**config.mk**
```make
export PLATFORM = sky130hd
export DESIGN_NAME = iwd_top
export DESIGN_NICKNAME = d
export VERILOG_FILES = /design/src/rtl/iwd_pkg.sv /design/src/rtl/iwd_prescaler.sv /design/src/rtl/iwd_top.sv /design/src/rtl/iwd_wd_counter.sv
export SDC_FILE = /design/constraint.sdc
export NUM_CORES = 1
export LEC_CHECK = 0
export ABC_AREA = 1
export BUFFER_PORTS_ARGS = -buffer_cell sky130_fd_sc_hd__clkbuf_2
export CAP_MARGIN = 0
export CELL_PAD_IN_SITES_DETAIL_PLACEMENT = 0
export CELL_PAD_IN_SITES_GLOBAL_PLACEMENT = 2
export CORE_MARGIN = 1.5
export CORE_UTILIZATION = 36
export CTS_CLUSTER_DIAMETER = 30
export DETAILED_ROUTE_END_ITERATION = 6
export PLACE_DENSITY_LB_ADDON = 0.1
export REMOVE_ABC_BUFFERS = 1
export SLEW_MARGIN = 20
export SYNTH_ARGS = -nofsm -noshare
export SYNTH_HDL_FRONTEND = slang
export SYNTH_SLANG_ARGS = --single-unit
```
**constraint.sdc**
```tcl
create_clock -name sys_clk_in -period 3.64 [get_ports sys_clk_in]
set_clock_uncertainty 0.2 [all_clocks]
set_input_delay 0.364 -clock sys_clk_in [delete_from_list [all_inputs] [get_ports sys_clk_in]]
set_output_delay 0.364 -clock sys_clk_in [all_outputs]
set_load 0.03 [all_outputs]
```
**src/rtl/iwd_pkg.sv**
```systemverilog
package iwd_pkg;
  // ****************************************************************
  // register map
  // ****************************************************************
  localparam int ADDR_W = 8;
  localparam int DATA_W = 8;
  localparam logic [7:0] OFS_TB_COUNT = 8'hF1;
  localparam logic [7:0] OFS_TB_CTRL = 8'hF2;
  localparam logic [7:0] OFS_WD_CMP = 8'hF4;
  localparam logic [7:0] OFS_WD_KEY = 8'hF6;
  localparam logic [7:0] OFS_IRQ_STAT = 8'hF8;
  localparam logic [7:0] OFS_IRQ_MASK = 8'hF9;
  // ****************************************************************
  // reset values and fields
  // ****************************************************************
  localparam logic [7:0] CTRL_RST = 8'h17;
  localparam logic [7:0] CMP_RST = 8'h7F;
  localparam logic [7:0] KEY_RST = 8'h00;
  localparam logic [7:0] KEY_DISABLE = 8'hA5;
  localparam logic [7:0] TB_MAX = 8'hFF;
  localparam logic [7:0] ZERO8 = 8'h00;
  localparam logic [6:0] ZERO7 = 7'h00;
  localparam int SEL_LSB = 0;
  localparam int SEL_W = 3;
  localparam int CTRL_CLR_BIT = 3;
  localparam int CTRL_MODE_BIT = 4;
  localparam int CMP_CLR_BIT = 7;
  localparam int CMP_W = 7;
  // ****************************************************************
  // interrupt status bits
  // ****************************************************************
  localparam int IRQ_W = 2;
  localparam int ST_TB_OVF = 0;
  localparam int ST_WD_MATCH = 1;
  // ****************************************************************
  // prescaler: ratio is 2 to the power of (sel + PRE_BASE)
  // ****************************************************************
  localparam int PRE_W = 10;
  localparam int PRE_BASE = 3;
endpackage

```
**src/rtl/iwd_prescaler.sv**
```systemverilog
`timescale 1ns/1ps
// free running divider, one-cycle tick every 2^(sel+3) clocks
module iwd_prescaler #(
  parameter int PRE_W = iwd_pkg::PRE_W
) (
  input wire logic sys_clk_in,
  input wire logic rst_in,
  input wire logic [iwd_pkg::SEL_W-1:0] sel_in,
  output logic tick_out
);
  logic [PRE_W-1:0] cnt_ff;
  logic [PRE_W-1:0] nxt_cnt;
  logic [PRE_W-1:0] mask;
  logic hit;

  // low (sel+3) bits set
  function automatic logic [PRE_W-1:0] div_mask(input logic [iwd_pkg::SEL_W-1:0] s);
    logic [PRE_W:0] one;
    one = {{PRE_W{1'b0}}, 1'b1};
    div_mask = PRE_W'((one << (s + iwd_pkg::PRE_BASE)) - one);
  endfunction

  // ****************************************************************
  // divider
  // ****************************************************************
  assign mask = div_mask(sel_in);
  assign hit = (cnt_ff & mask) == mask;
  assign nxt_cnt = cnt_ff + PRE_W'(1);

  // count always, tick registered
  always_ff @(posedge sys_clk_in) begin
    if (rst_in) begin
      cnt_ff <= '0;
      tick_out <= 1'b0;
    end else begin
      cnt_ff <= nxt_cnt;
      tick_out <= hit;
    end
  end
endmodule // iwd_prescaler

```
**src/rtl/iwd_top.sv**
```systemverilog
`timescale 1ns/1ps
// How it works
// - timebase counter runs freely, never halted
// - counter steps once per prescaled tick
// - wrap from max to zero raises interrupt
// - clear bit zeroes counter, self-clears next cycle
// - select field picks divide 8 to 1024
// - control register resets to 17h
// - mode bit picks watchdog or interval timer
// - watchdog counter matches low seven compare bits
// - match resets CPU or raises interrupt
// - key A5h suppresses watchdog reset
// - key resets to zero, reset armed
// - compare bit 7 clears watchdog counter
// - compare holds match value, resets 7Fh
// - timebase counter is read-only
module iwd_top (
  input wire logic sys_clk_in,
  input wire logic rst_in,
  input wire logic [iwd_pkg::ADDR_W-1:0] addr_in,
  input wire logic [iwd_pkg::DATA_W-1:0] wr_data_in,
  input wire logic wr_en_in,
  input wire logic rd_en_in,
  output logic [iwd_pkg::DATA_W-1:0] rd_data_out,
  output logic irq_out,
  output logic wdt_reset_out
);
  // ****************************************************************
  // state
  // ****************************************************************
  logic [7:0] tb_ff;
  logic [7:0] ctrl_ff;
  logic [7:0] cmp_ff;
  logic [7:0] key_ff;
  logic [iwd_pkg::IRQ_W-1:0] stat_ff;
  logic [iwd_pkg::IRQ_W-1:0] mask_ff;
  logic [7:0] nxt_tb;
  logic [7:0] nxt_ctrl;
  logic [7:0] nxt_cmp;
  logic [iwd_pkg::IRQ_W-1:0] nxt_stat;
  logic [iwd_pkg::IRQ_W-1:0] ev;
  logic [7:0] nxt_rd;
  logic tick;
  logic tb_ovf;
  logic wd_match;
  logic [6:0] wd_count;
  logic tb_clr;
  logic wd_clr;
  logic wd_mode;
  logic key_off;
  logic nxt_wdrst;

  // ****************************************************************
  // address decode
  // ****************************************************************
  wire wr_ctrl = wr_en_in && (addr_in == iwd_pkg::OFS_TB_CTRL);
  wire wr_cmp = wr_en_in && (addr_in == iwd_pkg::OFS_WD_CMP);
  wire wr_key = wr_en_in && (addr_in == iwd_pkg::OFS_WD_KEY);
  wire wr_mask = wr_en_in && (addr_in == iwd_pkg::OFS_IRQ_MASK);
  wire rd_stat = rd_en_in && (addr_in == iwd_pkg::OFS_IRQ_STAT);

  // ****************************************************************
  // field views
  // ****************************************************************
  assign tb_clr = ctrl_ff[iwd_pkg::CTRL_CLR_BIT];
  assign wd_clr = cmp_ff[iwd_pkg::CMP_CLR_BIT];
  assign wd_mode = ctrl_ff[iwd_pkg::CTRL_MODE_BIT];
  assign key_off = key_ff == iwd_pkg::KEY_DISABLE;

  // ****************************************************************
  // prescaler
  // ****************************************************************
  iwd_prescaler #(
    .PRE_W(iwd_pkg::PRE_W)
  ) u_pre (
    .sys_clk_in(sys_clk_in),
    .rst_in(rst_in),
    .sel_in(ctrl_ff[iwd_pkg::SEL_LSB +: iwd_pkg::SEL_W]),
    .tick_out(tick)
  );

  // ****************************************************************
  // timebase counter
  // ****************************************************************
  // wrap and step, clear takes precedence over the tick
  assign tb_ovf = tick && !tb_clr && (tb_ff == iwd_pkg::TB_MAX);
  assign nxt_tb = tb_clr ? iwd_pkg::ZERO8 : tb_ff + 8'h01;

  // no software write path reaches the counter
  always_ff @(posedge sys_clk_in) begin
    if (rst_in) begin
      tb_ff <= iwd_pkg::ZERO8;
    end else if (tick || tb_clr) begin
      tb_ff <= nxt_tb;
    end
  end

  // ****************************************************************
  // watchdog counter
  // ****************************************************************
  iwd_wd_counter #(
    .CMP_W(iwd_pkg::CMP_W)
  ) u_wd (
    .sys_clk_in(sys_clk_in),
    .rst_in(rst_in),
    .step_in(tb_ovf),
    .clr_in(wd_clr),
    .cmp_in(cmp_ff[iwd_pkg::CMP_W-1:0]),
    .count_out(wd_count),
    .match_out(wd_match)
  );

  // ****************************************************************
  // control and compare registers
  // ****************************************************************
  // clear bits drop one cycle after they were written
  assign nxt_ctrl = wr_ctrl ? {3'h0, wr_data_in[4:0]}
                            : {ctrl_ff[7:4], 1'b0, ctrl_ff[2:0]};
  assign nxt_cmp = wr_cmp ? wr_data_in
                          : {1'b0, cmp_ff[6:0]};

  // register storage
  always_ff @(posedge sys_clk_in) begin
    if (rst_in) begin
      ctrl_ff <= iwd_pkg::CTRL_RST;
      cmp_ff <= iwd_pkg::CMP_RST;
      key_ff <= iwd_pkg::KEY_RST;
      mask_ff <= '0;
    end else begin
      ctrl_ff <= nxt_ctrl;
      cmp_ff <= nxt_cmp;
      if (wr_key) begin
        key_ff <= wr_data_in;
      end
      if (wr_mask) begin
        mask_ff <= wr_data_in[iwd_pkg::IRQ_W-1:0];
      end
    end
  end

  // ****************************************************************
  // match outcome
  // ****************************************************************
  // reset in watchdog mode unless keyed off, interrupt in interval mode only
  assign nxt_wdrst = wd_match && wd_mode && !key_off;
  assign ev[iwd_pkg::ST_TB_OVF] = tb_ovf;
  assign ev[iwd_pkg::ST_WD_MATCH] = wd_match && !wd_mode;
  // read clears, a new event in the same cycle wins
  assign nxt_stat = (rd_stat ? '0 : stat_ff) | ev;

  // status, interrupt line and reset request
  always_ff @(posedge sys_clk_in) begin
    if (rst_in) begin
      stat_ff <= '0;
      irq_out <= 1'b0;
      wdt_reset_out <= 1'b0;
    end else begin
      stat_ff <= nxt_stat;
      irq_out <= |(nxt_stat & mask_ff);
      wdt_reset_out <= nxt_wdrst;
    end
  end

  // ****************************************************************
  // read path
  // ****************************************************************
  // read mux, unmapped reads zero
  always_comb begin
    nxt_rd = iwd_pkg::ZERO8;
    case (addr_in)
      iwd_pkg::OFS_TB_COUNT: nxt_rd = tb_ff;
      iwd_pkg::OFS_TB_CTRL: nxt_rd = ctrl_ff;
      iwd_pkg::OFS_WD_CMP: nxt_rd = cmp_ff;
      iwd_pkg::OFS_WD_KEY: nxt_rd = key_ff;
      iwd_pkg::OFS_IRQ_STAT: nxt_rd = {6'h00, stat_ff};
      iwd_pkg::OFS_IRQ_MASK: nxt_rd = {6'h00, mask_ff};
      default: nxt_rd = iwd_pkg::ZERO8;
    endcase
  end

  // read data valid the cycle after the strobe only
  always_ff @(posedge sys_clk_in) begin
    if (rst_in) begin
      rd_data_out <= iwd_pkg::ZERO8;
    end else begin
      rd_data_out <= rd_en_in ? nxt_rd : iwd_pkg::ZERO8;
    end
  end
endmodule // iwd_top

```
**src/rtl/iwd_wd_counter.sv**
```systemverilog
`timescale 1ns/1ps
// 7-bit watchdog counter, clocked by timebase overflow
module iwd_wd_counter #(
  parameter int CMP_W = iwd_pkg::CMP_W
) (
  input wire logic sys_clk_in,
  input wire logic rst_in,
  input wire logic step_in,
  input wire logic clr_in,
  input wire logic [CMP_W-1:0] cmp_in,
  output logic [CMP_W-1:0] count_out,
  output logic match_out
);
  logic hit;
  logic [CMP_W-1:0] nxt_count;

  // ****************************************************************
  // compare and step
  // ****************************************************************
  assign hit = step_in && !clr_in && (count_out == cmp_in);
  assign nxt_count = (clr_in || hit) ? '0 : count_out + CMP_W'(1);

  // match restarts the count, clear holds it at zero
  always_ff @(posedge sys_clk_in) begin
    if (rst_in) begin
      count_out <= '0;
      match_out <= 1'b0;
    end else begin
      if (step_in || clr_in) begin
        count_out <= nxt_count;
      end
      match_out <= hit;
    end
  end
endmodule // iwd_wd_counter

```
# [Word level (Yosys, flattened, before mapping)]
# Cells that the tools add are included.
[totals] ff_bits=62 inputBits=20 wordCells=64
[op_classes] n_addsub=5 eq_ne=10 n_shift=1 muxes=4 bitwise=6 reduce_logical=23
[ops] cell="8-bit == test, second input constant" count=8
[ops] cell="8-bit one-hot mux with 6 select lines" count=1
[ops] cell="1-bit by 32-bit left shift with 10-bit output, first input constant" count=1
[ops] cell="1-bit logical AND" count=12
[ops] cell="10-bit by 1-bit adder with 10-bit output, second input constant" count=1
[ops] cell="10-bit AND" count=1
[ops] cell="10-bit == test" count=1
[ops] cell="10-bit by 1-bit subtractor with 10-bit output, second input constant" count=1
[ops] cell="8-bit by 1-bit adder with 8-bit output, second input constant" count=1
[ops] cell="8-bit 2-to-1 mux" count=1
[ops] cell="2-bit OR reduction" count=4
[ops] cell="7-bit by 1-bit adder with 7-bit output, second input constant" count=1
[ops] cell="7-bit == test" count=1
[ops] cell="7-bit 2-to-1 mux" count=1
[ops] cell="3-bit by 2-bit adder with 4-bit output, second input constant" count=1
[ops] cell="1-bit logical NOT" count=4
[ops] cell="1-bit logical OR" count=3
[ops] cell="1-bit inverter" count=3
[ops] cell="2-bit AND" count=1
[ops] cell="2-bit 2-to-1 mux" count=1
[ops] cell="2-bit OR" count=1

# [Longest topological paths before layout]
# Gate-level depths: netlist (run 1).
[logic_depth] ltp_word=7 ltp_mapped=10 ltp_nobuf=10

# [Hierarchy]
# From an unflattened synthesis (run 1), not the netlist that was laid out.
[hier_totals] hier_cells=449 area_unflattened_um2=3200.6
[modules_own_cells] module="iwd_top" n_inst=1 cells_per_inst=282 area_per_inst_um2=2065.7 seq_area_each_um2=860.8
[modules_own_cells] module="iwd_prescaler" n_inst=1 cells_per_inst=96 area_per_inst_um2=630.6 seq_area_each_um2=220.2
[modules_own_cells] module="iwd_wd_counter" n_inst=1 cells_per_inst=71 area_per_inst_um2=504.2 seq_area_each_um2=160.2

# [Worst setup path after synthesis (run 1)]
# Ideal clock, no wire load.
[synth_timing] path_type="reg-to-reg" startpoint="register tb_ff[0]" endpoint="register u_wd.count_out[5]" setup_ps=113 arrival_time_ps=1269 t_required_ps=3327 path_slack_ps=2058 stages_incl_launch_ff=10 path_buffers=0 cell_sequence="dfxtp_1 > ha_1 > inv_1 > nor2_4 > nand3_4 > nand2_4 > nand3_2 > or2_0 > nand2_1 > nor2_1"
[synth_between] elab_chain_len=6 elab_cells_between_ends=7
[synth_rtl] item="start, declared" line_no="iwd_top.sv:31" rtl="logic [7:0] tb_ff;"
[synth_rtl] item="start signal, assigned" line_no="iwd_top.sv:92" rtl="tb_ff <= iwd_pkg::ZERO8;"
[synth_rtl] item="start signal, assigned" line_no="iwd_top.sv:94" rtl="tb_ff <= nxt_tb;"
[synth_rtl] item="8-bit == test (*)" line_no="iwd_top.sv:86" rtl="assign tb_ovf = tick && !tb_clr && (tb_ff == iwd_pkg::TB_MAX);"
[synth_rtl] item="1-bit logical AND (*)" line_no="iwd_top.sv:86"
[synth_rtl] item="1-bit logical AND (2 in a row)" line_no="iwd_wd_counter.sv:20" rtl="assign hit = step_in && !clr_in && (count_out == cmp_in);"
[synth_rtl] item="1-bit logical OR" line_no="iwd_wd_counter.sv:21" rtl="assign nxt_count = (clr_in || hit) ? '0 : count_out + CMP_W'(1);"
[synth_rtl] item="7-bit 2-to-1 mux" line_no="iwd_wd_counter.sv:21"
[synth_rtl] item="end signal, assigned" line_no="iwd_wd_counter.sv:30" rtl="count_out <= nxt_count;"
[synth_rtl] item="end, declared" line_no="iwd_wd_counter.sv:11" rtl="output logic [CMP_W-1:0] count_out,"
# Every way passes the cells marked *; elsewhere a longest branch is shown, timed or not.
# A chain may end at the register's enable or synchronous reset.

==> flow_metrics.tcl, run 1 <==
set metrics [dict create \
    dpl_worst_slack_ns 1.36 \
    syn_to_final_growth_pct 15.4 \
    htreeDepth 3 \
    status "complete, no violations" \
    arrival_ns 1.96 \
    worst_slack_ns 1.74 \
    ys_ff_latch 62 \
    wl_mm 7.44 \
    cts_made_buffers 9 \
    finalSetupViolCount 0 \
    seq_area_frac_synth_pct 42.4 \
    swShare_pct 21.4 \
    synth_top_area_share_pct 42.4 \
    place.gp.congestion 0.805 \
    clockPowerShare_pct 47.6 \
    row_count 32 \
    grt_max_degree 30 \
    hold_viol 0 \
    grt_pass1_vias 2500 \
    p_comb_share_pct 3.6 \
    holdWs_ns 0.0693 \
    cts_buffer_depth 2 \
    p_leak_nw 1.40 \
    crit_path_max_fanout 29 \
    endpoint_kind "flop" \
    r2r_slack_ns 1.82 \
    die_area_mm2 0.00869 \
    hpwl_mm 5.78 \
    vias 2630 \
    grt_util_all_layers_pct 18.8 \
    ant_nets 0 \
    drive_above_1_share_pct 13.4 \
    ys_warn_count 0 \
    initial_core_util_pct 37.5 \
    hold_path.class "input port to flop" \
    cts_setup_buffers 0 \
    post_cts_resized 0 \
    tightest_slew_ns 0.906 \
    fmaxAchievable_mhz 525 \
    synth_top_area_cell "dfxtp_1" \
    relSlewSlack_pct 39.5 \
    p_seq_share_pct 48.8 \
    finalCoreUtilization_pct 43.3 \
    num-fill-cells 851 \
    design.portCount 30 \
    insertion_delay_ns 0.34 \
    worstSetupPathType "input port to flop" \
    fp.dieH_um 93.2 \
    core_area_mm2 0.00781 \
    clock-sinks 62 \
    irDropWorstVdd_uv 221 \
    fin_crit_ns 1.90 \
    synthCells 409 \
    setup_tns_ns 0 \
    diodes 0 \
    cts_root_buf "clkbuf_8" \
    internal_power_mw 1.10 \
    cp.required_ns 3.70 \
    mappedNetlistArea_mm2 0.00293 \
    maxCapViolCount 0 \
    antenna_found_initial 0 \
    grt_pass1_wl_mm 12.5 \
    grt-ovfl-total 0 \
    drc 0 \
    cts_tree "yes" \
    portBuffers 29 \
    powerDensity_mw_per_mm2 414 \
    num-nets-final 467 \
    start_kind "input port" \
    die_width_um 93.2 \
    routedWlPerCell_um 13.5 \
    switchingPower_uw 300 \
    synth_area_leaders "dfxtp_1 42%, nand2_1 12%, inv_1 7.6%" \
    cts.reportedPaths.clkPinSlew_ns 0.07 \
    syn_avg_cell_area_um2 7.16 \
    power.total_mw 1.40 \
    drtIter0Drc 111 \
    min_period_over_period_pct 52.3 \
    synth_cell_types 37 \
    rsz0062_at_grt "no" \
    drt_pass1_iterations 4 \
    avgViaCountPerCell 4.78 \
    cts_hold_buf 0 \
    slew_viol_final 0 \
]
[area by class of cell]
| class | instances | area [um^2] | share of cell area (%) |
|---|---|---|---|
| timing repair buffer | 30 | 153 | 4.52 |
| inverter | 61 | 229 | 6.77 |
| tap | 102 | 128 | 3.77 |
| sequential | 62 | 1240 | 36.7 |
| clock inverter | 4 | 70.1 | 2.07 |
| multi-input combinational | 279 | 1420 | 41.9 |
| clock buffer | 12 | 145 | 4.29 |
[cells in the final DEF, fill, tap and decap left out]
cell	synthesis	routed
o211a_1	1	1
o211ai_1	17	17
a221oi_1	2	2
or2_0	1	1
nor4_1	1	1
nand3_4	1	1
nand3_1	22	22
nand3_2	2	2
o21ai_0	19	19
dfxtp_1	62	62
nor2_1	48	48
clkbuf_1	1	2
nor2_4	4	4
a31oi_1	1	1
inv_2	2	2
buf_4	2	1
ha_1	4	4
inv_1	59	59
bufinv_16	0	2
nor3_1	6	6
o21a_1	1	1
and3_1	1	1
o22ai_1	6	6
o221ai_1	1	1
clkbuf_2	0	29
clkbuf_8	0	10
clkinv_2	0	2
conb_1	1	2
nand2_2	3	3
nand2_1	93	93
xnor2_1	1	1
nand4_1	5	5
xor2_1	4	4
nand2_4	2	2
o21ai_1	1	1
o21bai_1	1	1
a21oi_1	27	27
nor2_2	2	2
[path summary, 6_finish.rpt]
path	startpoint	to	depth (start not counted)
worst min register to register	mask_ff[1]$_SDFFE_PP0P_	irq_out$_SDFF_PP0_	2
worst min-delay path	wr_data_in[5]	cmp_ff[5]$_SDFFE_PP1P_	3
worst max-delay path	rst_in	u_pre.tick_out$_SDFF_PP0_	5
worst max register to register	tb_ff[0]$_SDFFE_PP0P_	u_wd.count_out[6]$_SDFFE_PP0P_	8
[registers in the layout, indices dropped and copies added, names as in the netlist, 2 cells and up]
signal and flops:
stat_ff 2, ctrl_ff 5, u_wd.count_out 7, tb_ff 8, u_pre.cnt_ff 10, mask_ff 2
key_ff 8, rd_data_out 8, cmp_ff 8
[synth_stat cells]
| master | instances |
|---|---|
| nand2_1 | 93 |
| dfxtp_1 | 62 |
| inv_1 | 59 |
| nor2_1 | 48 |
| a21oi_1 | 27 |
| nand3_1 | 22 |
| o21ai_0 | 19 |
| o211ai_1 | 17 |
| nor3_1 | 6 |
| o22ai_1 | 6 |
| nand4_1 | 5 |
| ha_1 | 4 |
| nor2_4 | 4 |
| xor2_1 | 4 |
| buf_2 | 3 |
| nand2_2 | 3 |
| a221oi_1 | 2 |
| buf_4 | 2 |
| inv_2 | 2 |
| nand2_4 | 2 |
| nand3_2 | 2 |
| nor2_2 | 2 |
| a31oi_1 | 1 |
| and3_1 | 1 |
| buf_1 | 1 |
| buf_6 | 1 |
| clkbuf_1 | 1 |
| conb_1 | 1 |
| nand3_4 | 1 |
| nor4_1 | 1 |
| o211a_1 | 1 |
| o21a_1 | 1 |
| o21ai_1 | 1 |
| o21bai_1 | 1 |
| o221ai_1 | 1 |
| or2_0 | 1 |
| xnor2_1 | 1 |
[cells by family (layout without fill, tap and decap cells)]
logic type	count (synthesis)	count (layout)	synth area share, %
other cells	1	2	0.128
simple gates	191	191	29.2
xor+xnor	5	5	1.49
fa+ha+maj	4	4	1.71
compound gates	77	77	15.6
flops	62	62	42.4
buf+inv	69	107	9.48
[power groups by stage]
stage / sequential [mW] / clock [mW] / combinational, mW
after global routing: 0.684 / 0.712 / 0.0590
after floorplan: 0.699 / 0 / 0.0243
final: 0.684 / 0.666 / 0.0504
after CTS: 0.684 / 0.678 / 0.0509
after detailed placement: 0.700 / 0 / 0.0507
after global placement: 0.700 / 0 / 0.0501
[metrics by stage]
step           area (um^2)  std cells
2_1_floorplan         2890        402
3_3_place_gp          3170        534
3_5_place_dp          3170        534
4_1_cts               3380        550
5_1_grt               3380        550
6_report              3380        550
[per-layer routing]
layer / vias to the layer above / wire [um] / track usage (%)
met5: - / 0 / 0
met4: 0 / 89 / 6.82
met3: 8 / 272 / 4.07
met2: 40 / 3310 / 29.0
met1: 1188 / 3770 / 25.5
li1: 1394 / - / -
[critical path: stages]
cell      delay (ns)
clkbuf_2        0.28
inv_1           0.76
o211a_1         0.26
o211ai_1        0.09
nor3_1          0.20
No activity file was read; power rests on OpenSTA's default activity.
==> run 2, diff against run 1 <==
- CORE_UTILIZATION: 36 -> 33
- clock period: 3.64 -> 1.77 ns (I/O delays scaled with it)
==> run 2 against run 1 <==
  * Core utilization fell by 2.1 points
  * Critical path depth grew 4
  * Register-to-register slack worse by 1.7 ns
  * Hold slack worse by 0.065 ns
  * Non-clock buffer count is 23 higher
  * Via count is 5.4% higher
  * Sequential share of layout area decreased by 1.9 points
  * Design area increased by 5.7%
  * Largest cell class unchanged
==> flow_metrics.tcl, run 2 (synthesis results as in run 1) <==
set metrics [dict create \
    status "complete, no violations" \
    cts_made_buffers 9 \
    cp.required_ns 1.80 \
    core_area_mm2 0.00868 \
    initial_core_util_pct 33.8 \
    fp.dieH_um 97.2 \
    design.portCount 30 \
    placed_cell_area_mm2 0.00326 \
    routedWlPerCell_um 14.0 \
    ant_nets 0 \
    vias 2773 \
    die_area_mm2 0.00945 \
    grt_pass1_vias 2675 \
    worst_slack_ns 0.115 \
    crit_path_max_fanout 4 \
    holdWs_ns 0.00403 \
    dp_cells 552 \
    slew_viol_final 0 \
    seq_area_mm2 0.00124 \
    irDropWorstVdd_uv 350 \
    start_kind "flop" \
    finish.instance_area_mm2 0.00357 \
    syn_to_final_growth_pct 22.0 \
    largest_reg_flops 10 \
    fmaxAchievable_mhz 604 \
    die_width_um 97.2 \
    worstSetupPathType "flop to flop" \
    powerDensity_mw_per_mm2 765 \
    r2r_slack_ns 0.11 \
    diodes 0 \
    insertion_delay_ns 0.34 \
    drt_pass1_iterations 5 \
    antenna_found_initial 0 \
    wl_mm 8.08 \
    endpoint_kind "flop" \
    avgViaCountPerCell 4.79 \
    setup_tns_ns 0 \
    hpwl_mm 6.15 \
    hold_path.class "input port to flop" \
    multi_input_area_mm2 0.00144 \
    cts_buffer_depth 2 \
    p_leak_nw 1.50 \
    grt_util_all_layers_pct 18.4 \
    layout_common_cells "93 x nand2_1, 60 x dfxtp_1, 59 x inv_1" \
    min_period_over_period_pct 93.5 \
    hold_viol 0 \
    stdcell_count 579 \
    row_count 34 \
    grt-ovfl-total 0 \
    finalSetupViolCount 0 \
    regMostFlops "u_pre.cnt_ff" \
    cts_root_buf "clkbuf_8" \
    fin_crit_ns 1.66 \
    drive_above_1_share_pct 16.6 \
    layout_commonest_cell "nand2_1" \
    cts.reportedPaths.clkPinSlew_ns 0.07 \
    rsz0062_at_grt "no" \
    grt_pass1_wl_mm 13.6 \
    drtIter0Drc 173 \
    arrival_ns 1.69 \
    htreeDepth 3 \
    power.total_mw 2.73 \
    maxCapViolCount 0 \
    drc 0 \
    clock-sinks 62 \
    dpl_worst_slack_ns 0.0623 \
    finalCoreUtilization_pct 41.2 \
    portBuffers 29 \
    cts_tree "yes" \
    grt_max_degree 29 \
    num-fill-cells 954 \
    place.gp.congestion 0.803 \
    num-nets-final 490 \
]
==> run 2: cell count changes in the layout (fill, tap and decap cells not counted), sizes merged <==
cell / previous run / this run
clkbuf: 41 / 40
buf: 1 / 15
bufinv: 2 / 1
clkinv: 2 / 4
dlygate4sd3: 0 / 9
==> run 2: routing by layer <==
metal	vias to the layer above	wire length (um)	global-route usage [%]	part of all wire, %
li1	1434	-	-	-
met1	1258	4030	25.3	50
met2	69	3500	28.5	43
met3	12	374	3.96	4.6
met4	0	171	6.37	2.1
met5	-	0	0	0
==> run 2: worst max-delay path, cell delays in order, from the launching register on <==
cell     delay, ns
dfxtp_2       0.38
ha_4          0.14
inv_1         0.07
nor2_4        0.15
nand3_4       0.10
nand2_4       0.10
nand3_2       0.08
or2_0         0.23
nand2_1       0.07
nor2_1        0.04
==> run 2: path summary, 6_finish.rpt <==
kind,startpoint,end,depth (start not counted)
worst max-delay path,tb_ff[1]$_SDFFE_PP0P_,u_wd.count_out[5]$_SDFFE_PP0P_,9
worst max register to register,tb_ff[1]$_SDFFE_PP0P_,u_wd.count_out[5]$_SDFFE_PP0P_,9
worst min register to register,mask_ff[1]$_SDFFE_PP0P_,irq_out$_SDFF_PP0_,2
worst min-delay path,wr_en_in,key_ff[0]$_SDFFE_PP0P_,3
==> run 2: what timing repair did <==
action	CTS	global route
gates resized for setup	0	6
hold buffers	9	0
endpoints found under the hold margin	21	0
endpoints found under the setup margin	0	7
buffers inserted	0	2
==> run 2: area by class of cell <==
| cell class | count | area share (%) |
|---|---|---|
| timing repair buffer | 53 | 9.73 |
| tap | 108 | 3.78 |
| multi-input combinational | 279 | 40.2 |
| clock buffer | 11 | 3.68 |
| clock inverter | 5 | 1.40 |
| sequential | 62 | 34.8 |
| inverter | 61 | 6.41 |
==> run 2: where the power goes <==
group / total, mW / internal (mW) / switching, mW
clock: 1.20 / 0.642 / 0.558
sequential: 1.41 / 1.40 / 0.00618
combinational: 0.126 / 0.0521 / 0.0743
